--- config.mk ---
export PLATFORM = sky130hd
export DESIGN_NAME = llm_monitor
export DESIGN_NICKNAME = d
export VERILOG_FILES = /design/src/core/llm_pkg.sv /design/src/core/llm_sync.sv /design/src/core/llm_monitor.sv
export SDC_FILE = /design/constraint.sdc
export NUM_CORES = 1
export LEC_CHECK = 0
export ABC_CLOCK_PERIOD_IN_PS = 14800
export BUFFER_PORTS_ARGS = -buffer_cell sky130_fd_sc_hd__buf_2
export CAP_MARGIN = 25
export CORE_MARGIN = 2
export CORE_UTILIZATION = 45
export CTS_BUF_LIST = sky130_fd_sc_hd__clkbuf_16
export DETAILED_ROUTE_END_ITERATION = 16
export SLEW_MARGIN = 20
export SYNTH_ARGS = -nofsm -noshare
export SYNTH_HDL_FRONTEND = slang
export SYNTH_SLANG_ARGS = --single-unit
--- constraint.sdc ---
create_clock -name sys_clk -period 14.8 [get_ports sys_clk]
set_input_delay 3.7 -clock sys_clk [delete_from_list [all_inputs] [get_ports sys_clk]]
set_output_delay 3.7 -clock sys_clk [all_outputs]
set_load 0.01 [all_outputs]
--- src/core/llm_pkg.sv ---
// Package of constants for the line loss and lock monitor
package llm_pkg;

  // ----------------------------------------------------------------
  // Register map
  // ----------------------------------------------------------------
  localparam logic [15:0] LLM_TLIC_ADDR   = 16'h0383;
  localparam logic [15:0] LLM_STATUS_ADDR = 16'h0384;
  localparam logic [7:0]  LLM_TLIC_RESET  = 8'h00;

  // Control register field positions
  localparam int LLM_SYN_EN_BIT  = 0;
  localparam int LLM_SYN_SRC_BIT = 1;
  localparam int LLM_REF_SEL_LO  = 2;
  localparam int LLM_OUT_SEL_LO  = 4;
  localparam int LLM_PORT_BIT    = 6;

  // Status register field positions
  localparam int LLM_ST_LOC_BIT  = 0;
  localparam int LLM_ST_LOP_BIT  = 1;
  localparam int LLM_ST_LOCK_BIT = 2;
  localparam int LLM_ST_LOL_BIT  = 3;

  // Reference frequency choices, in kHz
  localparam int LLM_REF_KHZ_0 = 19440;
  localparam int LLM_REF_KHZ_1 = 38880;
  localparam int LLM_REF_KHZ_2 = 51840;
  localparam int LLM_REF_KHZ_3 = 77760;

  // Synthesizer output choices
  typedef enum logic [1:0] {
    LLM_OUT_155 = 2'h0,
    LLM_OUT_19  = 2'h1,
    LLM_OUT_77  = 2'h2
  } llm_out_e;

  // Lock tolerance: 0.05 percent is 1 part in 2000
  localparam int LLM_PPM_TOL     = 500;
  localparam int LLM_WIN_CYCLES  = 4096;

endpackage

--- src/core/llm_sync.sv ---
// Two-stage synchroniser for a vector of level inputs
`timescale 1ns/1ps
module llm_sync
  import llm_pkg::*;
#(
  parameter int WIDTH = 4
) (
  input  wire logic             sys_clk,
  input  wire logic             sys_rst,
  input  wire logic [WIDTH-1:0] async_in,
  output logic      [WIDTH-1:0] sync_out
);

  logic [WIDTH-1:0] meta_r;

  // Stage one feeds stage two only
  always_ff @(posedge sys_clk) begin
    if (sys_rst) begin
      meta_r   <= '0;
      sync_out <= '0;
    end else begin
      meta_r   <= async_in;
      sync_out <= meta_r;
    end
  end

endmodule

--- src/core/llm_monitor.sv ---
// Line loss, loss of interface and lock monitor with synthesizer control
`timescale 1ns/1ps

// Function
// RULE1 - With the synthesizer enabled the board supplies a 19.44, 38.88, 51.84 or 77.76 MHz reference.
// RULE2 - An enabled, configured synthesizer yields a 155.52, 19.44 or 77.76 MHz line clock and is its source.
// RULE3 - Software writes the control register at 0x0383 to pick the reference and make the synthesizer the source.
// RULE4 - With the synthesizer off the board supplies exactly 19.44 MHz and no line clocks are made.
// RULE5 - Loss of optical carrier is declared when carrier-loss and matching interface-loss inputs are equal.
// RULE6 - Loss of interface is declared while the active port's interface-loss input is high.
// RULE7 - Only the active port's loss inputs count; the other port's are ignored.
// RULE8 - The lock indicator is high while the recovery oscillator is within 0.05 percent of the reference.
// RULE9 - Beyond 0.05 percent the lock indicator is low and loss of lock is declared.
// RULE10 - Loss inputs are synchronised first and each condition is a readable status flag.
module llm_monitor
  import llm_pkg::*;
#(
  parameter int WIN_CYCLES = LLM_WIN_CYCLES,
  parameter int CNT_W      = 24
) (
  input  wire logic              sys_clk,
  input  wire logic              sys_rst,
  input  wire logic [15:0]       reg_addr,
  input  wire logic [7:0]        reg_wdata,
  input  wire logic              reg_wr,
  input  wire logic              reg_rd,
  output logic      [7:0]        reg_rdata,
  input  wire logic              carrier_loss_in_main,
  input  wire logic              carrier_loss_in_backup,
  input  wire logic              diff_loss_in_main,
  input  wire logic              diff_loss_in_backup,
  input  wire logic [CNT_W-1:0]  ref_edge_count,
  input  wire logic [CNT_W-1:0]  vco_edge_count,
  input  wire logic              count_valid,
  output logic                   recovery_lock_indicator,
  output logic                   loss_of_carrier,
  output logic                   loss_of_interface,
  output logic                   synth_enable,
  output logic                   synth_is_source,
  output logic      [1:0]        synth_ref_sel,
  output logic      [1:0]        synth_out_sel,
  output logic                   line_clock_on
);

  // ----------------------------------------------------------------
  // Register decode
  // ----------------------------------------------------------------
  logic [7:0] tlic_r;
  logic [7:0] tlic_nxt;

  // Address matches for the two mapped locations
  wire        tlic_hit    = (reg_addr == LLM_TLIC_ADDR);
  wire        status_hit  = (reg_addr == LLM_STATUS_ADDR);

  // Qualified strobes; unmapped writes fall through unused
  wire        tlic_we     = reg_wr & tlic_hit;               // see RULE3
  wire        tlic_re     = reg_rd & tlic_hit;
  wire        status_re   = reg_rd & status_hit;

  // Next control word: a write replaces the whole byte
  assign tlic_nxt = tlic_we ? reg_wdata : tlic_r;            // see RULE3

  // ----------------------------------------------------------------
  // Control register
  // ----------------------------------------------------------------
  // Control word, cleared by reset so the synthesizer starts off
  always_ff @(posedge sys_clk) begin
    if (sys_rst) begin
      tlic_r <= LLM_TLIC_RESET;
    end else begin
      tlic_r <= tlic_nxt;
    end
  end

  // Raw fields of the control word
  wire        fld_syn_en  = tlic_r[LLM_SYN_EN_BIT];
  wire        fld_syn_src = tlic_r[LLM_SYN_SRC_BIT];
  wire [1:0]  fld_ref_sel = tlic_r[LLM_REF_SEL_LO +: 2];
  wire [1:0]  fld_out_sel = tlic_r[LLM_OUT_SEL_LO +: 2];
  wire        port_backup = tlic_r[LLM_PORT_BIT];            // see RULE7

  // ----------------------------------------------------------------
  // Synthesizer steering
  // ----------------------------------------------------------------
  localparam logic [1:0] OUT_OFF = 2'h3;

  // Source only when enabled; a disabled synthesizer cannot drive the line
  wire        src_ok      = fld_syn_en & fld_syn_src;        // see RULE2
  // Output choice code 3 is unused and means no line clock
  wire        out_valid   = (fld_out_sel != OUT_OFF);

  // Decoded steering outputs
  assign synth_enable    = fld_syn_en;
  assign synth_is_source = src_ok;                           // see RULE2
  assign synth_ref_sel   = fld_syn_en ? fld_ref_sel : 2'h0;  // see RULE1 see RULE4
  assign synth_out_sel   = fld_out_sel;
  assign line_clock_on   = src_ok & out_valid;               // see RULE2 see RULE4

  // ----------------------------------------------------------------
  // Loss input conditioning
  // ----------------------------------------------------------------
  localparam int PAIRS = 2;

  logic [3:0]       loss_sync;
  logic [PAIRS-1:0] main_pair;
  logic [PAIRS-1:0] backup_pair;
  logic [PAIRS-1:0] act_pair;

  // Pin bundle, backup pair above main pair
  wire [3:0] loss_pins = {diff_loss_in_backup, carrier_loss_in_backup,
                          diff_loss_in_main, carrier_loss_in_main};

  // Pins are free running levels; two stages before any decode
  llm_sync #(
    .WIDTH (4)
  ) u_sync (
    .sys_clk  (sys_clk),
    .sys_rst  (sys_rst),
    .async_in (loss_pins),                                     // see RULE10
    .sync_out (loss_sync)
  );

  // Split the synchronised bus into the two port pairs
  assign main_pair   = loss_sync[1:0];
  assign backup_pair = loss_sync[3:2];

  // Per member: take the active port, the other port is ignored
  for (genvar p = 0; p < PAIRS; p++) begin : g_act
    assign act_pair[p] = port_backup ? backup_pair[p] : main_pair[p]; // see RULE7
  end

  // Member 0 is carrier loss, member 1 interface loss
  wire act_carrier = act_pair[0];
  wire act_diff    = act_pair[1];
  wire loc_nxt     = ~(act_carrier ^ act_diff);                 // see RULE5
  wire lop_nxt     = act_diff;                                  // see RULE6

  // Carrier loss flag, a live level with no clear
  always_ff @(posedge sys_clk) begin
    if (sys_rst) begin
      loss_of_carrier   <= 1'b0;
    end else begin
      loss_of_carrier   <= loc_nxt;                            // see RULE5
    end
  end

  // Interface loss flag, a live level with no clear
  always_ff @(posedge sys_clk) begin
    if (sys_rst) begin
      loss_of_interface <= 1'b0;
    end else begin
      loss_of_interface <= lop_nxt;                            // see RULE6
    end
  end

  // ----------------------------------------------------------------
  // Lock detection
  // ----------------------------------------------------------------
  // Counts come from edge counters over a common window outside
  // this block; difference within ref/2000 means lock.
  // Tolerance divisor: one million over the parts-per-million limit
  localparam int TOL_DIV = 1000000 / LLM_PPM_TOL;

  logic [CNT_W-1:0] big_w;
  logic [CNT_W-1:0] small_w;
  logic [CNT_W-1:0] diff_w;
  logic [CNT_W-1:0] tol_w;

  // Order the two counts so the difference never wraps
  wire              vco_fast = (vco_edge_count > ref_edge_count);
  assign big_w   = vco_fast ? vco_edge_count : ref_edge_count;
  assign small_w = vco_fast ? ref_edge_count : vco_edge_count;
  assign diff_w  = big_w - small_w;
  // Allowed spread scales with the reference count
  assign tol_w   = CNT_W'(ref_edge_count / CNT_W'(TOL_DIV));

  // Verdict of the current comparison, held between comparisons
  wire within_tol = (diff_w <= tol_w);                                  // see RULE8
  wire lock_nxt   = count_valid ? within_tol : recovery_lock_indicator; // see RULE8 see RULE9

  // Lock indicator follows each completed comparison
  always_ff @(posedge sys_clk) begin
    if (sys_rst) begin
      recovery_lock_indicator <= 1'b0;
    end else begin
      recovery_lock_indicator <= lock_nxt;                     // see RULE8 see RULE9
    end
  end

  // Loss of lock is the inverse of the indicator
  wire loss_of_lock = ~recovery_lock_indicator;                // see RULE9

  // ----------------------------------------------------------------
  // Register read
  // ----------------------------------------------------------------
  logic [7:0] status_w;
  logic [7:0] rd_nxt;

  // Each live condition on its own bit, unused bits read zero
  always_comb begin
    status_w                  = 8'h00;
    status_w[LLM_ST_LOC_BIT]  = loss_of_carrier;               // see RULE10
    status_w[LLM_ST_LOP_BIT]  = loss_of_interface;             // see RULE10
    status_w[LLM_ST_LOCK_BIT] = recovery_lock_indicator;       // see RULE8
    status_w[LLM_ST_LOL_BIT]  = loss_of_lock;                  // see RULE9
  end

  // Read selection; unmapped addresses return zero
  assign rd_nxt = tlic_re   ? tlic_r   :
                  status_re ? status_w : 8'h00;

  // Read data held from a flip-flop
  always_ff @(posedge sys_clk) begin
    if (sys_rst) begin
      reg_rdata <= 8'h00;
    end else if (reg_rd) begin
      reg_rdata <= rd_nxt;
    end
  end

endmodule

-- Yosys cells after proc, flatten, opt, wreduce, memory -nomap -nowiden
Cells that the tools add are included.
- add/sub/neg operators: 1
- $mul: 0
- div/mod/pow operators: 1
- $lt $le $gt $ge: 2
- equal/unequal tests: 3
- shift-type cells: 0
- muxes and demuxes: 7
- bitwise gates (word level): 8
- reduce and logical (&&, ||, !) cells: 0
- operators by type and width (operator ; number):
    two-way mux 24 bit ; 2
    == test 16 x 10 -> 1 bit (second input constant) ; 2
    divider 24 x 11 -> 24 bit (second input constant) ; 1
    > comparator 24 bit ; 1
    <= comparator 24 bit ; 1
    subtractor 24 bit ; 1
    two-way mux 8 bit ; 1
    AND 1 bit ; 5
    two-way mux 4 bit ; 1
    two-way mux 1 bit ; 2
    two-way mux 2 bit ; 1
    inequality test 2 bit (second input constant) ; 1
    NOT 1 bit ; 2
    XOR 1 bit ; 1
- register bits after elaboration: 27
- latch bits: 0
- bits in writable memories: 0
- bits in read-only memories: 0
- logic and storage cells: 29
- memories: 0

-- Longest topological paths before layout
Gate-level depths: netlist of run 1.
- word-level depth: 4
- mapped depth: 55

-- Hierarchy
A second synthesis of run 1 with hierarchy kept.
- cell total of the unflattened synthesis: 980
- area total of the unflattened synthesis: 6921.6 µm²
- modules (own cells, without submodules) (module ; times used ; cells each ; area an instance (µm²)):
    llm_monitor ; 1 ; 964 ; 6711.4
    llm_sync ; 1 ; 16 ; 210.2

-- Least setup slack after synthesis of run 1
Ideal clock, no wire load.
- path type: reg2out
- from: reg tlic_r[0]
- to: out line_clock_on
- arrival time: 943 ps
- data required time: 11100 ps
- setup slack: 10157 ps
- cell stages (with the launch flop): 3
- path buffers: 0
- path through: dfxtp_1 -> and2_1 -> a21boi_0
- cells in the longest elaborated chain, start to end: 2
- ends and longest elaborated chain (element ; RTL line ; text):
    from (decl) ; llm_monitor.sv:48 ; logic [7:0] tlic_r;
    from (signal assigned) ; llm_monitor.sv:71 ; tlic_r <= tlic_nxt;
    AND 1 bit ; llm_monitor.sv:88 ; wire src_ok = fld_syn_en & fld_syn_src;
    net synth_is_source ; llm_monitor.sv:39 ; output logic synth_is_source,
    AND 1 bit ; llm_monitor.sv:97 ; assign line_clock_on = src_ok & out_valid;
    to (decl) ; llm_monitor.sv:42 ; output logic line_clock_on
The timed path passes the listed nets, and every way through them passes these cells.

==> results by group, run 1 <==
Route
  • Total length of routed wires: 22890 um
  • Drt wl/cell: 16.36 um
  • Vias: 8647
  • DRC Markers: 0
  • Drt via density: 6.181
  • DRT iter0 DRCs: 566
  • Drt pass-1 iters: 5
  • Antenna Violating Nets Remaining: 0

Logic synthesis
  • Commonest register cell after synthesis: dfxtp_1
  • Mux cell area share after synthesis: 0.03629
  • Syn Nets: 1170
  • Asr flop ratio synth: 0
  • Simple-gate share of the synthesized area: 0.2985
  • Distinct cells, synth: 121
  • Ys Warns: 0
  • Top cells by area, synth: dfxtp_1 7.2%, ha_1 6.5%, a21oi_1 5.2%, nand2_1 5.0%, o21ai_0 4.5%
  • Yosys reg bits: 27
  • Post-synthesis xor/xnor area fraction: 0.04198
  • Mean Syn Cell Area: 7.125 um^2
  • Synth Area in Adders: 0.06924
  • Yosys top cell by area: dfxtp_1
  • Mapped Area: 7481 um^2
  • Synth Area in Compound Gates: 0.4290
  • Main combinational cell family by area after synthesis: compound AO/OA/AOI/OAI gates
  • Post-synth EDFFs: 0
  • Proportion of synthesized chip area in sequential cells: 0.07225
  • Most frequent cell after synthesis: nand2_1
  • Area share of the largest cell type after synthesis: 0.07225
  • Commonest cells post-synth: 100 x nand2_1, 77 x a21oi_1, 77 x nor2_1
  • Syn Inst Count: 1050

CTS
  • CTS H-Tree Depth: 1
  • CTS max path bufs: 2
  • CTS buffer count: 3
  • Reg clk slew, reported paths: 70 ps
  • Hold-fix buffers, CTS: 0
  • Clock latency on the worst-skew pair: 260 ps
  • Root buf cell: clkbuf_16
  • CTS tree: done
  • Total clock sinks: 27

Die
  • Die H: 132.9 um
  • I/O pin cnt: 99
  • Die area: 17670 um^2
  • Area of the core: 16410 um^2
  • Row count: 47
  • Die width: 132.9 um
  • Starting Density: 0.4560

GRT
  • Vias in the first global route: 7515
  • GR Util All Layers: 0.2407
  • Largest net degree at the start of global routing: 43
  • First-pass GRT wire length: 36560 um
  • Grt ovf: 0
  • Initial antenna violation count: 1

Hold path
  • Worst Hold Launch: u_sync.meta_r[0]
  • Worst min-delay path category: flip-flop to flip-flop
  • Hold Path Depth: 1

Worst setup path
  • Crit Path Max Fanout: 16
  • CP endpoint kind: flip-flop
  • Reg2Reg Launch Point: recovery_lock_indicator
  • Critical Path AT: 14380 ps
  • Slowest cell on the critical path: or3_4
  • Most frequent cell on the critical path: o21ai_0
  • Worst r2r path cells: 3
  • Data required, critical path: 14980 ps
  • Critical Path Source Type: input port
  • CP delay by family, top: compound AO/OA/AOI/OAI gates
  • Setup CP Type: input port to flip-flop
  • Worst setup startpoint: ref_edge_count[18]
  • WP buf/inv: 4
  • CP max stage delay: 430 ps
  • CP Depth: 49

Layout
  • Final Util: 0.5472
  • Fill count: 1609
  • Non-Filler Instances: 1399
  • Layout cells sized above 1: 0.2581
  • Final nets: 1299
  • Post-synthesis to final-layout area growth: 20.00%

Pwr
  • Tot Pwr: 1.344 mW
  • LEAKAGE: 3.596 nW
  • Max VDD drop: 0.1877 mV
  • PwrDens: 149.7 nW/um^2

Timing
  • Period minus WS final: 14200 ps
  • Final hold viol count: 0
  • Worst slew pin tran: 742.4 ps
  • Skew final: 3.437 ps
  • Max Fclk: 0.07041 GHz
  • Max-slew violations: 0
  • Slew headroom: 0.5005
  • Hold_ws: 433.9 ps
  • Setup Viol. Count Final: 0
  • Final worst slack: 597.3 ps
  • Tcrit/Tclk final: 0.9596

Placed design
  • GP Congestion: 0.9080
  • Setup WS pre-CTS: -31.83 ps
  • Final HPWL from detailed placement: 17710 um
  • Placed cell count: 1369
  • Port Buf Inserts: 98

Job
  • Maxcap violations: 0

Run status
  • Run status: finished, final reports clean
area by class of cell:
cell class	count	area, um^2	area share
Antenna cell	1	2.502	0.0002787
Timing Repair Buffer	174	1072	0.1194
Clock buffer	3	75.07	0.008362
Multi-Input combinational cell	934	6852	0.7632
Clock inverter	1	8.758	0.0009756
Sequential cell	27	540.5	0.06021
Tap cell	220	275.3	0.03066
Inverter	39	151.4	0.01686
kinds of logic (layout without fill, tap and decap cells):
kind of cell / after synthesis / in the layout
XOR/XNOR: 35 / 35
AO/OA/AOI/OAI: 416 / 416
buffers and inverters: 89 / 217
multiplexers: 23 / 23
other: 0 / 1
flip-flops: 27 / 27
adder cells (fa/ha/maj): 42 / 42
AND/OR/NAND/NOR: 418 / 418
sequential cells by signal, indices dropped and copies added (netlist names):
name	cells
loss_of_carrier	1
loss_of_interface	1
recovery_lock_indicator	1
reg_rdata	8
tlic_r	8
u_sync.meta_r	4
u_sync.sync_out	4
timing repair:
action,in CTS,in global routing
gates resized for setup,0,54
setup endpoints to repair,0,1
setup buffers,0,25
report_power, final:
group	switching (mW)	internal (mW)	leakage (nW)	total, mW
Clock	0.0273	0.0374	0.0415	0.0647
Sequential	0.000481	0.0739	0.220	0.0744
Combinational	0.701	0.504	3.33	1.20
layer usage:
metal  track usage  vias to the layer above  routed length (um)
met4       0.04779                        0                 371
met2        0.3759                      261                9962
met1        0.3567                     4022               11310
met5             0                        -                   0
met3       0.02605                       28                1249
li1              -                     4336                   -
worst reg2reg max path: stages, from the launching register on:
cell and delay, ps:
dfxtp_1 460, inv_1 160, a32oi_1 190, a21oi_1 80
metrics by stage:
stage	area [um^2]	setup TNS [ps]
CTS	8471	0
detailed placement	8387	-31.83
finish	8977	0
floorplan	7481	0
global route	8977	-54.18
global placement	8387	0
placed cells by master, fill, tap and decap left out, types with 8 or more instances in the layout:
| master | netlist | routed |
|---|---|---|
| nand4_1 | 11 | 11 |
| a31oi_1 | 16 | 15 |
| nand3_1 | 40 | 39 |
| mux2i_1 | 11 | 11 |
| a21o_1 | 29 | 28 |
| inv_1 | 29 | 29 |
| xnor2_1 | 24 | 24 |
| a211oi_1 | 16 | 13 |
| xor2_1 | 10 | 10 |
| and3_1 | 21 | 20 |
| buf_4 | 4 | 74 |
| a21oi_1 | 77 | 76 |
| o31ai_1 | 10 | 9 |
| or3_1 | 17 | 17 |
| ha_1 | 39 | 39 |
| o21ai_0 | 67 | 65 |
| nor2b_1 | 21 | 21 |
| nor2_1 | 77 | 75 |
| and2_1 | 12 | 11 |
| o21a_1 | 15 | 15 |
| buf_2 | 14 | 97 |
| o211ai_1 | 19 | 19 |
| nand2b_1 | 26 | 26 |
| nor4_1 | 16 | 11 |
| nand2_1 | 100 | 99 |
| a21boi_0 | 15 | 15 |
| nor3_1 | 32 | 32 |
| or2_2 | 8 | 8 |
| dfxtp_1 | 27 | 27 |
path summary, 6_finish.rpt:
kind / endpoint / slack (ps)
worst max-delay path: recovery_lock_indicator / 600
worst min-delay path: u_sync.sync_out[0] / 430
worst max register to register: reg_rdata[3] / 13780
worst min register to register: u_sync.sync_out[0] / 430
Power figures use the tool's default switching activity.
==> run 2, diff against run 1 <==
Settings changed: PLACE_DENSITY set to 0.63.
==> results by group, run 2 (synthesis results as in run 1) <==
Worst setup path
  • CP delay by family, top: compound AO/OA/AOI/OAI gates
  • Reg2Reg Launch Point: recovery_lock_indicator
  • Setup CP Type: input port to flip-flop
  • Slowest cell on the critical path: a211oi_4
  • Crit Path Max Fanout: 9 (-7)
  • Critical Path Source Type: input port
  • Critical Path AT: 14340 ps (-40 ps)
  • CP max stage delay: 420 ps (about the same)
  • Data required, critical path: 14970 ps (about the same)
  • CP endpoint kind: flip-flop
  • WP buf/inv: 5 (+1)
  • Worst setup path endpoint: recovery_lock_indicator
  • FF-to-FF End: reg_rdata[3]
  • CP Depth: 50 (+2.0%)
  • R2R setup slack: 13800 ps (+20 ps)
  • Worst setup startpoint: ref_edge_count[22]
  • Worst r2r path cells: 3 (unchanged)

Timing
  • Tcrit/Tclk final: 0.9574 (-0.002264)
  • Period minus WS final: 14170 ps (-33.51 ps)
  • Skew final: 5.788 ps (+2.350 ps)
  • Final hold viol count: 0 (unchanged)
  • Slew headroom: 0.5327 (+0.03220)
  • Setup Viol. Count Final: 0 (unchanged)
  • Max-slew violations: 0 (unchanged)
  • Max Fclk: 0.07058 GHz (+0.24%)
  • Worst slew pin tran: 694.6 ps (-47.85 ps)

CTS
  • Root buf cell: clkbuf_16
  • CTS buffer count: 3 (unchanged)
  • CTS H-Tree Depth: 1 (unchanged)
  • Reg clk slew, reported paths: 70 ps (about the same)
  • Total clock sinks: 27 (unchanged)
  • CTS tree: done
  • Clock latency on the worst-skew pair: 260 ps (about the same)
  • CTS max path bufs: 2 (unchanged)
  • Hold-fix buffers, CTS: 0 (unchanged)

Layout
  • Final nets: 1298 (-0.077%)
  • Multi-input logic area: 6980 um^2 (+1.9%)
  • Register area: 540.5 um^2 (unchanged)
  • Non-Filler Instances: 1398 (-0.071%)
  • Largest registers: reg_rdata (8), tlic_r (8)
  • Fill count: 1574 (-2.2%)
  • Layout cells sized above 1: 0.2625 (+0.004467)
  • Most frequent cells in the layout: 98 x nand2_1, 92 x buf_2, 76 x a21oi_1, 76 x nor2_1, 73 x buf_4
  • Post-synthesis to final-layout area growth: 21.78%
  • Most common cell after layout, fill and taps aside: nand2_1

Route
  • Vias: 8677 (+0.35%)
  • Total length of routed wires: 23030 um (+0.59%)
  • Antenna Violating Nets Remaining: 0 (unchanged)
  • Drt pass-1 iters: 5 (unchanged)
  • Drt via density: 6.207 (+0.42%)
  • DRT iter0 DRCs: 578 (+2.1%)
  • Drt wl/cell: 16.47 um (+0.66%)
  • DRC Markers: 0 (unchanged)

Hold path
  • Hold Path Depth: 1 (unchanged)
  • Worst min-delay path category: flip-flop to flip-flop
  • Worst Hold Launch: u_sync.meta_r[2]

GRT
  • Initial antenna violation count: 3 (+2)
  • Grt ovf: 0 (unchanged)
  • Largest net degree at the start of global routing: 42 (-2.3%)
  • First-pass GRT wire length: 36790 um (+0.64%)
  • Vias in the first global route: 7598 (+1.1%)
  • GR Util All Layers: 0.2412 (+0.0004964)

Run status
  • Run status: finished, final reports clean

Pwr
  • PwrDens: 150.1 nW/um^2 (+0.27%)
  • LEAKAGE: 3.597 nW (about the same)
  • Max VDD drop: 0.1615 mV (-14%)
  • Tot Pwr: 1.367 mW (+1.8%)

Job
  • Maxcap violations: 0 (unchanged)

Die
  • Die H: 132.9 um (unchanged)
  • Starting Density: 0.4560 (unchanged)
  • Die width: 132.9 um (unchanged)
  • Row count: 47 (unchanged)
  • I/O pin cnt: 99 (unchanged)
  • Die area: 17670 um^2 (unchanged)
  • Area of the core: 16410 um^2 (unchanged)

Placed design
  • Placed cell count: 1361 (-0.58%)
  • Port Buf Inserts: 98 (unchanged)
  • GP Congestion: 0.8913 (-1.8%)
  • Final HPWL from detailed placement: 17430 um (-1.6%)
==> run 2: changes by cell type in the layout (fill, tap and decap cells not counted), sizes merged <==
| cell | delta |
|---|---|
| inv | -2 |
| dlymetal6s2s | -1 |
| buf | -5 |
| clkinvlp | +1 |
| clkbuf | +5 |
| clkinv | +1 |
==> run 2: timing repair <==
| item | in CTS | in global routing |
|---|---|---|
| gates resized for setup | 0 | 84 |
| endpoints found under the setup margin | 0 | 1 |
| buffers inserted | 0 | 32 |
==> run 2: metal layers <==
layer | track usage | routed length, um | vias up | part of all wire
met2 | 0.3975 | 10320 | 277 | 0.45
met3 | 0.02605 | 1224 | 33 | 0.053
met5 | 0 | 11 | - | 0.00048
met1 | 0.3444 | 11170 | 4034 | 0.48
met4 | 0.03883 | 304 | 2 | 0.013
li1 | - | - | 4331 | -
==> run 2: worst min-delay path by stage <==
stage,to,slack (ps)
2_1_floorplan,u_sync.sync_out[0],410
3_3_place_gp,u_sync.sync_out[0],420
3_5_place_dp,u_sync.sync_out[2],420
4_1_cts,u_sync.sync_out[2],440
5_1_grt,u_sync.sync_out[3],460
6_report,u_sync.sync_out[2],440
==> run 2: final cells by class <==
cell class                      instances  share of cell area
Multi-Input combinational cell        934              0.7662
Timing Repair Buffer                  173              0.1181
Sequential cell                        27             0.05933
Tap cell                              220             0.03022
Inverter                               39             0.01703
Clock buffer                            3            0.008241
Clock inverter                          1           0.0005494
Antenna cell                            1           0.0002747
==> run 2: worst register-to-register path, delay by kind of cell (launching register included) <==
family / cells / cell delay [ps]
buffers and inverters: 1 / 160
flip-flops: 1 / 450
AO/OA/AOI/OAI: 2 / 260
==> run 2: power by group <==
part / switching (mW) / leakage [nW] / total, mW / internal, mW
Sequential: 0.000519 / 0.220 / 0.0744 / 0.0739
Clock: 0.0265 / 0.0409 / 0.0630 / 0.0365
Combinational: 0.718 / 3.34 / 1.23 / 0.512
==> run 2: through the flow <==
stage	setup slack [ps]	cell area [um^2]	setup TNS, ps	util	hold WS [ps]
2_1_floorplan	1458	7481	0	-	413.8
3_3_place_gp	296.6	8327	0	0.5075	419.9
3_5_place_dp	18.06	8327	0	0.5075	420.4
4_1_cts	240.1	8407	0	0.5124	436.4
5_1_grt	-53.30	9110	-53.30	0.5553	461.6
6_report	630.8	9110	0	0.5553	435.8
